$ cat src/hdl/scsm_map.svh
// Named constants for the self-check status monitor.
// Assumes inclusion by bare name from the design files.
`ifndef SCSM_MAP_SVH
`define SCSM_MAP_SVH

// Display unit codes
`define SCSM_PROCESS_VALUE_UNITS_CODE 4'h0
`define SCSM_ZERO_ERROR_CODE 4'h1
`define SCSM_SPAN_ERROR_CODE 4'h2
`define SCSM_SENSOR_ERROR_CODE 4'h3
`define SCSM_CABLE_ERROR_CODE 4'h4
`define SCSM_STATIC_RAM_ERROR_CODE 4'h5
`define SCSM_NONVOLATILE_ERROR_CODE 4'h6
`define SCSM_OPTION_BOARD_ERROR_CODE 4'h7
`define SCSM_CONVERTER_ERROR_CODE 4'h8
`define SCSM_SYSTEM_ZERO_ERROR_CODE 4'h9
`define SCSM_ZERO_CHECK_RUNNING_CODE 4'hA
`define SCSM_SPAN_CHECK_RUNNING_CODE 4'hB

// Counts
`define SCSM_NUM_ERR 9
`define SCSM_NUM_RELAY 2
`define SCSM_FAIL_RELAY_DEFAULT 1'h0

// Current-loop level commands: normal, 3.8 mA, 3.6 mA
`define SCSM_LOOP_NORMAL 2'h0
`define SCSM_LOOP_CHECK 2'h1
`define SCSM_LOOP_ERROR 2'h2

// Serial status word layout
`define SCSM_ST_ZERO_RUN 0
`define SCSM_ST_SPAN_RUN 1
`define SCSM_ST_SYSZ_RUN 2
`define SCSM_ST_PROBE_CABLE_ERR 3
`define SCSM_ST_ALARM 4
`define SCSM_ST_ERR_LSB 5

// Automatic check interval
`define SCSM_AUTO_INTERVAL_S 3600
`define SCSM_CLK_HZ 250000000
`define SCSM_TIMER_W 40

`endif

$ cat src/hdl/scsm_pkg.sv
// Types of the self-check status monitor.
// Assumes scsm_map.svh for the widths it names.
`include "scsm_map.svh"

package scsm_pkg;

   typedef struct packed {
      logic run_meta;
      logic run_sync;
      logic cable_en;
      logic sensor_en;
      logic sysz_en;
      logic zero_start;
      logic span_start;
      logic suspend;
      logic [`SCSM_NUM_ERR-1:0] err;
      logic alarm;
      logic route;
      logic [`SCSM_NUM_RELAY-1:0] relay;
      logic [1:0] loop_level;
      logic [3:0] disp;
      logic [15:0] status;
   } scsm_state_type;

   typedef struct packed {
      logic [`SCSM_TIMER_W-1:0] count;
      logic expire;
   } scsm_timer_state_type;

endpackage : scsm_pkg

$ cat src/hdl/scsm_timer_if.sv
// Handshake between the monitor and its interval timer.
// Assumes both ends share one clock.
`timescale 1ns/100ps

interface scsm_timer_if;
   logic arm;
   logic restart;
   logic expire;

   modport ctrl (output arm, output restart, input expire);
   modport timer (input arm, input restart, output expire);
endinterface : scsm_timer_if

$ cat src/hdl/scsm_interval_timer.sv
// Resettable interval timer for periodic automatic self checks.
// Assumes the controller holds restart while any check runs.
`timescale 1ns/100ps
`include "scsm_map.svh"

module scsm_interval_timer #(
   parameter longint unsigned INTERVAL_CYCLES = 64'h0000_00D1_8C2E_2800
) (
   input wire logic clk_i,
   input wire logic reset_i,
   scsm_timer_if.timer tmr
);

   localparam logic [`SCSM_TIMER_W-1:0] LAST = `SCSM_TIMER_W'(INTERVAL_CYCLES - 64'h1);

   scsm_pkg::scsm_timer_state_type s_reg;
   scsm_pkg::scsm_timer_state_type s_next;

   // Count while armed; any restart or disarm starts the interval over
   always_comb begin
      s_next = s_reg;
      s_next.expire = 1'b0;
      if (tmr.restart || !tmr.arm) begin
         s_next.count = '0;
      end else if (s_reg.count == LAST) begin
         s_next.count = '0;
         s_next.expire = 1'b1;
      end else begin
         s_next.count = s_reg.count + `SCSM_TIMER_W'(1);
      end
   end

   // State register
   always_ff @(posedge clk_i) begin
      if (reset_i) begin
         s_reg <= '0;
      end else begin
         s_reg <= s_next;
      end
   end

   assign tmr.expire = s_reg.expire;

endmodule : scsm_interval_timer

$ cat src/hdl/scsm_monitor.sv
// Self-check status monitor: check gating, status codes, alarm relays,
// current-loop level commands and the serial status word.
// Assumes the check sequencer, display driver, loop DAC and network
// slave sit outside on the same clock; only the contact is asynchronous.
//
// What this block does
// Cable check runs, paused during zero/span.
// Sensor check runs, disabled during zero/span.
// Cable check only with process running.
// Closed fan contact means process running.
// Process run input honoured only when enabled.
// System zero offered when process input enabled.
// Units shown only when idle and clean.
// Zero and span running codes shown.
// Numbered error codes one to nine.
// Failed check energises assigned alarm relay.
// Failure alarm latched until a pass.
// Failure routed to relay one after reset.
// Relay polarity normal or fail-safe.
// Check level on loop when sensor disconnected during zero/span.
// Error level on loop when error present.
// Particulate alarms suspended while checks run.
// Running flags and results readable serially.
// Remote start bits; running and probe flags.
// Interval timer starts checks, restarts on checks.
// Error level beats check level.
// Lowest numbered error shown first.
`timescale 1ns/100ps
`include "scsm_map.svh"

module scsm_monitor #(
   parameter longint unsigned AUTO_INTERVAL_CYCLES =
      64'(`SCSM_AUTO_INTERVAL_S) * 64'(`SCSM_CLK_HZ)
) (
   input wire logic clk_i,
   input wire logic reset_i,
   // Fan contact pin, closed = high
   input wire logic process_run_contact_i,
   // Configuration
   input wire logic process_run_enable_i,
   input wire logic auto_check_enable_i,
   input wire logic fail_relay_select_i,
   input wire logic [`SCSM_NUM_RELAY-1:0] relay_fail_safe_i,
   // Sequencer state
   input wire logic zero_check_running_i,
   input wire logic span_check_running_i,
   input wire logic system_zero_running_i,
   input wire logic sensor_disconnected_i,
   // Check results
   input wire logic result_valid_i,
   input wire logic [3:0] result_class_i,
   input wire logic result_pass_i,
   // Remote activation from the network slave
   input wire logic remote_zero_start_i,
   input wire logic remote_span_start_i,
   // Particulate level alarms
   input wire logic [`SCSM_NUM_RELAY-1:0] particulate_alarm_i,
   // Outputs
   output logic cable_check_enable_o,
   output logic sensor_check_enable_o,
   output logic system_zero_enable_o,
   output logic zero_start_o,
   output logic span_start_o,
   output logic particulate_alarm_suspend_o,
   output logic [`SCSM_NUM_RELAY-1:0] relay_drive_o,
   output logic [1:0] loop_level_o,
   output logic [3:0] process_value_units_field_o,
   output logic alarm_latched_o,
   output logic [15:0] status_word_o
);

   scsm_pkg::scsm_state_type s_reg;
   scsm_pkg::scsm_state_type s_next;

   logic zero_or_span;
   logic any_check;
   logic proc_run;
   logic class_ok;
   logic class_allowed;
   logic [3:0] class_idx;

   scsm_timer_if tmr ();

   // Interval timer for automatic checks
   scsm_interval_timer #(
      .INTERVAL_CYCLES(AUTO_INTERVAL_CYCLES)
   ) u_timer (
      .clk_i(clk_i),
      .reset_i(reset_i),
      .tmr(tmr)
   );

   // Timer runs only when automatic checks are configured
   assign tmr.arm = auto_check_enable_i;
   // Any running check, whatever started it, restarts the interval
   assign tmr.restart = any_check;

   // Check activity summaries
   assign zero_or_span = zero_check_running_i | span_check_running_i;
   assign any_check = zero_or_span | system_zero_running_i;

   // Contact is only trusted after synchronising and when enabled
   assign proc_run = s_reg.run_sync & process_run_enable_i;

   // Result class decode: valid classes are one to nine
   assign class_ok = (result_class_i >= `SCSM_ZERO_ERROR_CODE) &&
                     (result_class_i <= `SCSM_SYSTEM_ZERO_ERROR_CODE);
   assign class_idx = result_class_i - 4'h1;

   // Continuous-check results only count while that check is live,
   // so a stale cable verdict from a stopped fan cannot latch an error
   always_comb begin
      unique case (result_class_i)
         `SCSM_SENSOR_ERROR_CODE: class_allowed = s_reg.sensor_en;
         `SCSM_CABLE_ERROR_CODE: class_allowed = s_reg.cable_en;
         `SCSM_SYSTEM_ZERO_ERROR_CODE: class_allowed = s_reg.sysz_en;
         default: class_allowed = 1'b1;
      endcase
   end

   // Next-state logic for all monitor state
   always_comb begin
      s_next = s_reg;

      // Two-stage synchroniser for the fan contact
      s_next.run_meta = process_run_contact_i;
      s_next.run_sync = s_reg.run_meta;

      // Background checks pause while zero or span runs
      s_next.cable_en = proc_run & ~zero_or_span;
      s_next.sensor_en = ~zero_or_span;
      // Whole-system zero needs the enabled process signal
      s_next.sysz_en = proc_run;

      // Start pulses; requests during a running check are dropped
      s_next.zero_start = (remote_zero_start_i | tmr.expire) & ~any_check;
      s_next.span_start = (remote_span_start_i | tmr.expire) & ~any_check;

      // Level alarms are masked off while any check runs
      s_next.suspend = any_check;

      // Results: failure sets its class and the alarm latch,
      // a pass clears its class and releases the latch
      if (result_valid_i && class_ok && class_allowed) begin
         if (result_pass_i) begin
            s_next.err[class_idx] = 1'b0;
            s_next.alarm = 1'b0;
         end else begin
            s_next.err[class_idx] = 1'b1;
            s_next.alarm = 1'b1;
         end
      end

      // Failure relay selection, relay one from reset
      s_next.route = fail_relay_select_i;

      // Relay drive with per-relay polarity
      for (int k = 0; k < `SCSM_NUM_RELAY; k++) begin
         s_next.relay[k] = ((particulate_alarm_i[k] & ~any_check) |
                            (s_next.alarm & (s_reg.route == 1'(k))))
                           ^ relay_fail_safe_i[k];
      end

      // Loop level: error outranks check in progress
      if (|s_next.err) begin
         s_next.loop_level = `SCSM_LOOP_ERROR;
      end else if (zero_or_span && sensor_disconnected_i) begin
         s_next.loop_level = `SCSM_LOOP_CHECK;
      end else begin
         s_next.loop_level = `SCSM_LOOP_NORMAL;
      end

      // Display code: running codes, then lowest error, then units
      if (zero_check_running_i || system_zero_running_i) begin
         s_next.disp = `SCSM_ZERO_CHECK_RUNNING_CODE;
      end else if (span_check_running_i) begin
         s_next.disp = `SCSM_SPAN_CHECK_RUNNING_CODE;
      end else begin
         s_next.disp = `SCSM_PROCESS_VALUE_UNITS_CODE;
         // Walk downward so the lowest set class wins
         for (int i = `SCSM_NUM_ERR - 1; i >= 0; i--) begin
            if (s_next.err[i]) begin
               s_next.disp = 4'(i + 1);
            end
         end
      end

      // Serial status word for the network slave
      s_next.status = '0;
      s_next.status[`SCSM_ST_ZERO_RUN] = zero_check_running_i;
      s_next.status[`SCSM_ST_SPAN_RUN] = span_check_running_i;
      s_next.status[`SCSM_ST_SYSZ_RUN] = system_zero_running_i;
      s_next.status[`SCSM_ST_PROBE_CABLE_ERR] =
         s_next.err[`SCSM_SENSOR_ERROR_CODE - 4'h1] |
         s_next.err[`SCSM_CABLE_ERROR_CODE - 4'h1];
      s_next.status[`SCSM_ST_ALARM] = s_next.alarm;
      s_next.status[`SCSM_ST_ERR_LSB +: `SCSM_NUM_ERR] = s_next.err;
   end

   // State register; the alarm latch clears only by a pass or by reset,
   // and reset stands for loss of power
   always_ff @(posedge clk_i) begin
      if (reset_i) begin
         s_reg <= '0;
         s_reg.route <= `SCSM_FAIL_RELAY_DEFAULT;
      end else begin
         s_reg <= s_next;
      end
   end

   // Outputs straight from the state register
   assign cable_check_enable_o = s_reg.cable_en;
   assign sensor_check_enable_o = s_reg.sensor_en;
   assign system_zero_enable_o = s_reg.sysz_en;
   assign zero_start_o = s_reg.zero_start;
   assign span_start_o = s_reg.span_start;
   assign particulate_alarm_suspend_o = s_reg.suspend;
   assign relay_drive_o = s_reg.relay;
   assign loop_level_o = s_reg.loop_level;
   assign process_value_units_field_o = s_reg.disp;
   assign alarm_latched_o = s_reg.alarm;
   assign status_word_o = s_reg.status;

endmodule : scsm_monitor

$ cat config.mk
export PLATFORM = sky130hd
export DESIGN_NAME = scsm_monitor
export DESIGN_NICKNAME = d
export VERILOG_FILES = /design/src/hdl/scsm_pkg.sv /design/src/hdl/scsm_timer_if.sv /design/src/hdl/scsm_interval_timer.sv /design/src/hdl/scsm_monitor.sv
export VERILOG_INCLUDE_DIRS = /design/src /design/src/hdl
export SDC_FILE = /design/constraint.sdc
export NUM_CORES = 1
export LEC_CHECK = 0
export ABC_AREA = 1
export BUFFER_PORTS_ARGS = -buffer_cell sky130_fd_sc_hd__buf_4
export CAP_MARGIN = 20
export CORE_ASPECT_RATIO = 0.8
export CORE_MARGIN = 4
export CORE_UTILIZATION = 40
export DETAILED_ROUTE_END_ITERATION = 8
export RECOVER_POWER = 25
export SLEW_MARGIN = 10
export SYNTH_ARGS = -nofsm -noshare
export SYNTH_HDL_FRONTEND = slang
export SYNTH_SLANG_ARGS = --single-unit
$ cat constraint.sdc
create_clock -name clk_i -period 2.2 [get_ports clk_i]
set_input_delay 0.22 -clock clk_i [delete_from_list [all_inputs] [get_ports clk_i]]
set_output_delay 0.22 -clock clk_i [all_outputs]
set_load 0.01 [all_outputs]
; ---- Word-level counts from Yosys, hierarchy flattened
; Index checks and enable logic that the tools add are counted.
; Widths: inputs -> output; s select.
[op_classes]
magnitude_cmp = 4
add_sub_neg = 2
bitwise = 23
reduce_logical = 14
n_mux = 19
n_eq_ne = 4
[ops]
columns = operator, n
row1 = $mux 4, 11
row2 = $add 40x1->40 const B, 1
row3 = $eq 40x40->1 const B, 1
row4 = $mux 10, 2
row5 = $reduce_or 10->1, 1
row6 = $and 9x9->9, 1
row7 = $not 9->9, 1
row8 = $or 9x9->9, 1
row9 = $reduce_or 9->1, 1
row10 = $and 1x1->1, 8
row11 = $ge 4x1->1 const B, 2
row12 = $or 1x1->1, 7
row13 = $reduce_or 6->1, 1
row14 = $logic_and 1x1->1, 5
row15 = $lt 4x5->1 const B, 1
row16 = $demux 1 s4, 1
row17 = $eq 4x2->1 const B, 1
row18 = $eq 4x3->1 const B, 1
row19 = $eq 4x4->1 const B, 1
row20 = $le 4x4->1 const B, 1
row21 = $reduce_or 2->1, 2
row22 = $sub 4x1->4 const B, 1
row23 = $mux 1, 3
row24 = $not 1->1, 3
row25 = 6 further kinds, 8
[word_totals]
register_bits = 84
word_cells = 87
in_bits = 22

; ---- Depth between registers and ports, before layout
[depth]
word_depth = 20
ltp_mapped = 18
ltp_nobuf = 18

; ---- Modules after synthesis
; A second synthesis with hierarchy kept.
[unflattened]
cells_unflattened = 594
hier_area_um2 = 3893.7
[by_module_without_submodules]
columns = mod, cells_per_inst, area_each_um2, n_inst, seq_area_each_um2
row1 = scsm_interval_timer, 376, 2321.0, 1, 820.8
row2 = scsm_monitor, 218, 1572.8, 1, 620.6

; ---- Worst setup path before layout
; No wires, ideal clock.
[synth_timing]
path_kind = reg2reg
startpoint = register u_timer.s_reg[1] in the netlist's numbering
endpoint = register u_timer.s_reg[35] in the netlist's numbering
path_stages_with_launch = 16
n_path_buf = 0
arrival_ps = 1765
setup_ps = 115
synth_period_minus_slack_ps = 1880
slack_ps = 320
required_time_ps = 2085
path_cell_list = dfxtp_1 -> ha_1 -> nand2_2 -> nor2_2 -> nand2_2 -> nor2_4 -> nand2_2 -> nor2_2 -> nand4_1 -> nor2_2 -> nand2_2 -> inv_2 -> nand2_2 -> nor2_2 -> a21oi_1 -> o21a_1
[synth_via]
elab_chain_len = 2
[synth_rtl]
columns = item, line_no
row1 = start: declaration, scsm_interval_timer.sv:16  ; scsm_pkg::scsm_timer_state_type s_reg;
row2 = start signal: assignment, scsm_interval_timer.sv:38  ; s_reg <= s_next;
row3 = branches (longest 2 deep; another with $add 40x1->40), -
; Several ways; the timed one is not identified.
; A chain may end at the register's enable or synchronous reset.

; ---- Final worst setup path
[layout_timing]
startpoint = register u_timer.s_reg[1] in the netlist's numbering
endpoint = register u_timer.s_reg[39] in the netlist's numbering
; Same word-level chain as after synthesis.

==> results.toml <==
[critical_path]
criticalPathCategory = "reg2reg"
cp.required_ns = 2.41
crit_fanout = 4
critPathCaptureType = "flop"
crit_arrival_ns = 2.26
cp-start-kind = "flop"

[clock_tree]
cts_sinks = 72
htreeDepth = 3
tritoncts = "done"
clk_pin_slew_ns = 0.06
cts_root_buffer = "clkbuf_16"
insertion_delay_ns = 0.32
cts_hold_buf = 0
clockBufferDepth = 2
cts_buffers = 9

[grt]
grt_max_degree = 25
grt_usage = 0.159
antenna_found_initial = 0
grt.overflow.total = 0
grt_pass1_wl_um = 13800
grt_pass1_vias = 2950

[routing]
avgRoutedWirePerCell_um = 12.7
num_vias = 3232
drt_wl_total_um = 8450
viasPerCell = 4.87
dr.pass1.iters = 5
drt-met1-wl_um = 4250
routed.top_layer = "met4"
drc = 0
wl_met3_um = 358
route.met2.wl_um = 3770
postRouteAntennaNets = 0
drt_iter0_markers = 181

[layout]
fin_util = 0.501
largest_reg_flops = 40
area_growth_pct = 19.8
layout-drive-gt1-share = 0.201
final_area_um2 = 4320
finalNetCount = 570
diodes = 0

[power]
switching_share = 0.212
p_int_uw = 2420
ir_worst_vdd_v = 0.000505
power_density_nw_per_um2 = 711
pwr-share-seq = 0.436
p_clk_frac = 0.504
power.share.combinational = 0.060
p_switching_uw = 653
leakage_uw = 0.00165

[sta]
finalSetupViolCount = 0
fin_crit_sh = 0.930
hold-worst-slack_ns = 0.0735
worst_slack_ns = 0.153
min_period_ns = 2.05
finalHoldViolations = 0
worst_pin_slew_ns = 0.571
clock_skew_ns = 0.00608
relSlewSlack = 0.617
slew_viol_final = 0
timing.fmax_ghz = 0.489

[place]
finalWeightedCongestion = 0.885
place_area_um2 = 3970
place_ws_ns = 0.0781
port-buffer-count = 50
dpl.hpwl_um = 6530

[logic_synthesis]
yosys_register_bits = 72
ys_types = 38
yosys.cell_count.top_type = "nand2_1"
async_reset_ff_frac = 0
yosys_warnings = 0
synth_area_um2 = 3610
avgSynthCellArea_um2 = 7.14
ys.flop_type = "dfxtp_1"
synth_area_leaders = "dfxtp_1 40%, nand2_1 8.6%, inv_1 7.1%"
postSynthCellCount = 506
netlist_top_cells_count = "83 x nand2_1, 72 x dfxtp_1, 68 x inv_1"
seq_area_frac_synth = 0.399
synth_edf_count = 0
yosys.area.top_type = "dfxtp_1"
synth_top_area_frac = 0.399

[floorplan]
num_rows = 30
ios = 53
coreArea_um2 = 8630
die_area_um2 = 10600
die_x_um = 114
initial_core_util = 0.418
die_y_um = 93.0

[worst_hold_path]
min_path_type = "in2reg"

[run]
drv_cap = 0

[run_status]
outcome = "complete, no violations"
repair_timing:
action | 4_1_cts | 5_1_grt
resized for setup | 0 | 12
endpoints found under the setup margin | 0 | 14
setup buffers | 0 | 3
cell families after synthesis:
logic type	synth area share
adder cells (fa/ha/maj)	0.00346
XOR/XNOR	0.00728
flip-flops	0.399
buffers and inverters	0.134
AO/OA/AOI/OAI	0.109
other	0.00104
AND/OR/NAND/NOR	0.345
layout by cell type, fill, tap and decap left out, types with 12 or more instances in the layout:
cell type / instances
nor2_2: 12
nand4_1: 14
nor2_1: 63
a21oi_1: 29
nor3_1: 23
inv_1: 68
nand2_1: 83
o21ai_0: 20
nand3_1: 22
dfxtp_1: 70
clkbuf_1: 14
buf_4: 46
final cells by class:
class                      count  area, um2
clock inverter                 5       80.1
sequential                    72       1450
timing repair buffer          59        394
fill                         881       4310
multi-input combinational    332       1740
clock buffer                  11        243
inverter                      73        279
tap                          112        140
power groups by stage:
stage | Combinational, uW | Sequential (uW) | Clock, uW
5_1_grt | 208 | 1340 | 1640
4_1_cts | 199 | 1340 | 1580
2_1_floorplan | 128 | 1370 | 0
3_3_place_gp | 196 | 1370 | 0
6_report | 185 | 1340 | 1550
3_5_place_dp | 198 | 1370 | 0
critical path, stage by stage, from the launching register on:
cell	delay [ns]
dfxtp_4	0.37
ha_4	0.14
nand2_2	0.07
nor2_4	0.16
nand2_4	0.08
nor2_4	0.14
inv_2	0.06
nor2_4	0.09
nand2_2	0.08
nor2_4	0.15
nand4_4	0.11
nor3_4	0.22
nand4_1	0.09
and3_1	0.17
per-stage QoR:
step,setup TNS (ns),cells,total power (uW)
6_report,0,664,3070
5_1_grt,-0.0310,664,3190
4_1_cts,0,661,3120
3_5_place_dp,0,645,1570
3_3_place_gp,0,645,1570
2_1_floorplan,0,507,1500
path summary, 6_finish.rpt:
check	from	to	slack, ns	cells past startpoint
setup / recovery	u_timer.s_reg[1]	u_timer.s_reg[39]	0.15	13
hold / removal	relay_fail_safe_i[1]	relay_drive_o[1]	0.07	2
setup reg to reg	u_timer.s_reg[1]	u_timer.s_reg[39]	0.15	13
hold reg to reg	s_next[41]	s_reg[41]	0.40	2
metal layers:
layer | track usage | vias up
li1 | - | 1707
met1 | 0.226 | 1454
met2 | 0.245 | 65
met3 | 0.0414 | 6
met4 | 0.0346 | 0
met5 | 0 | -
Note: power is estimated with default switching activity, not from simulation.
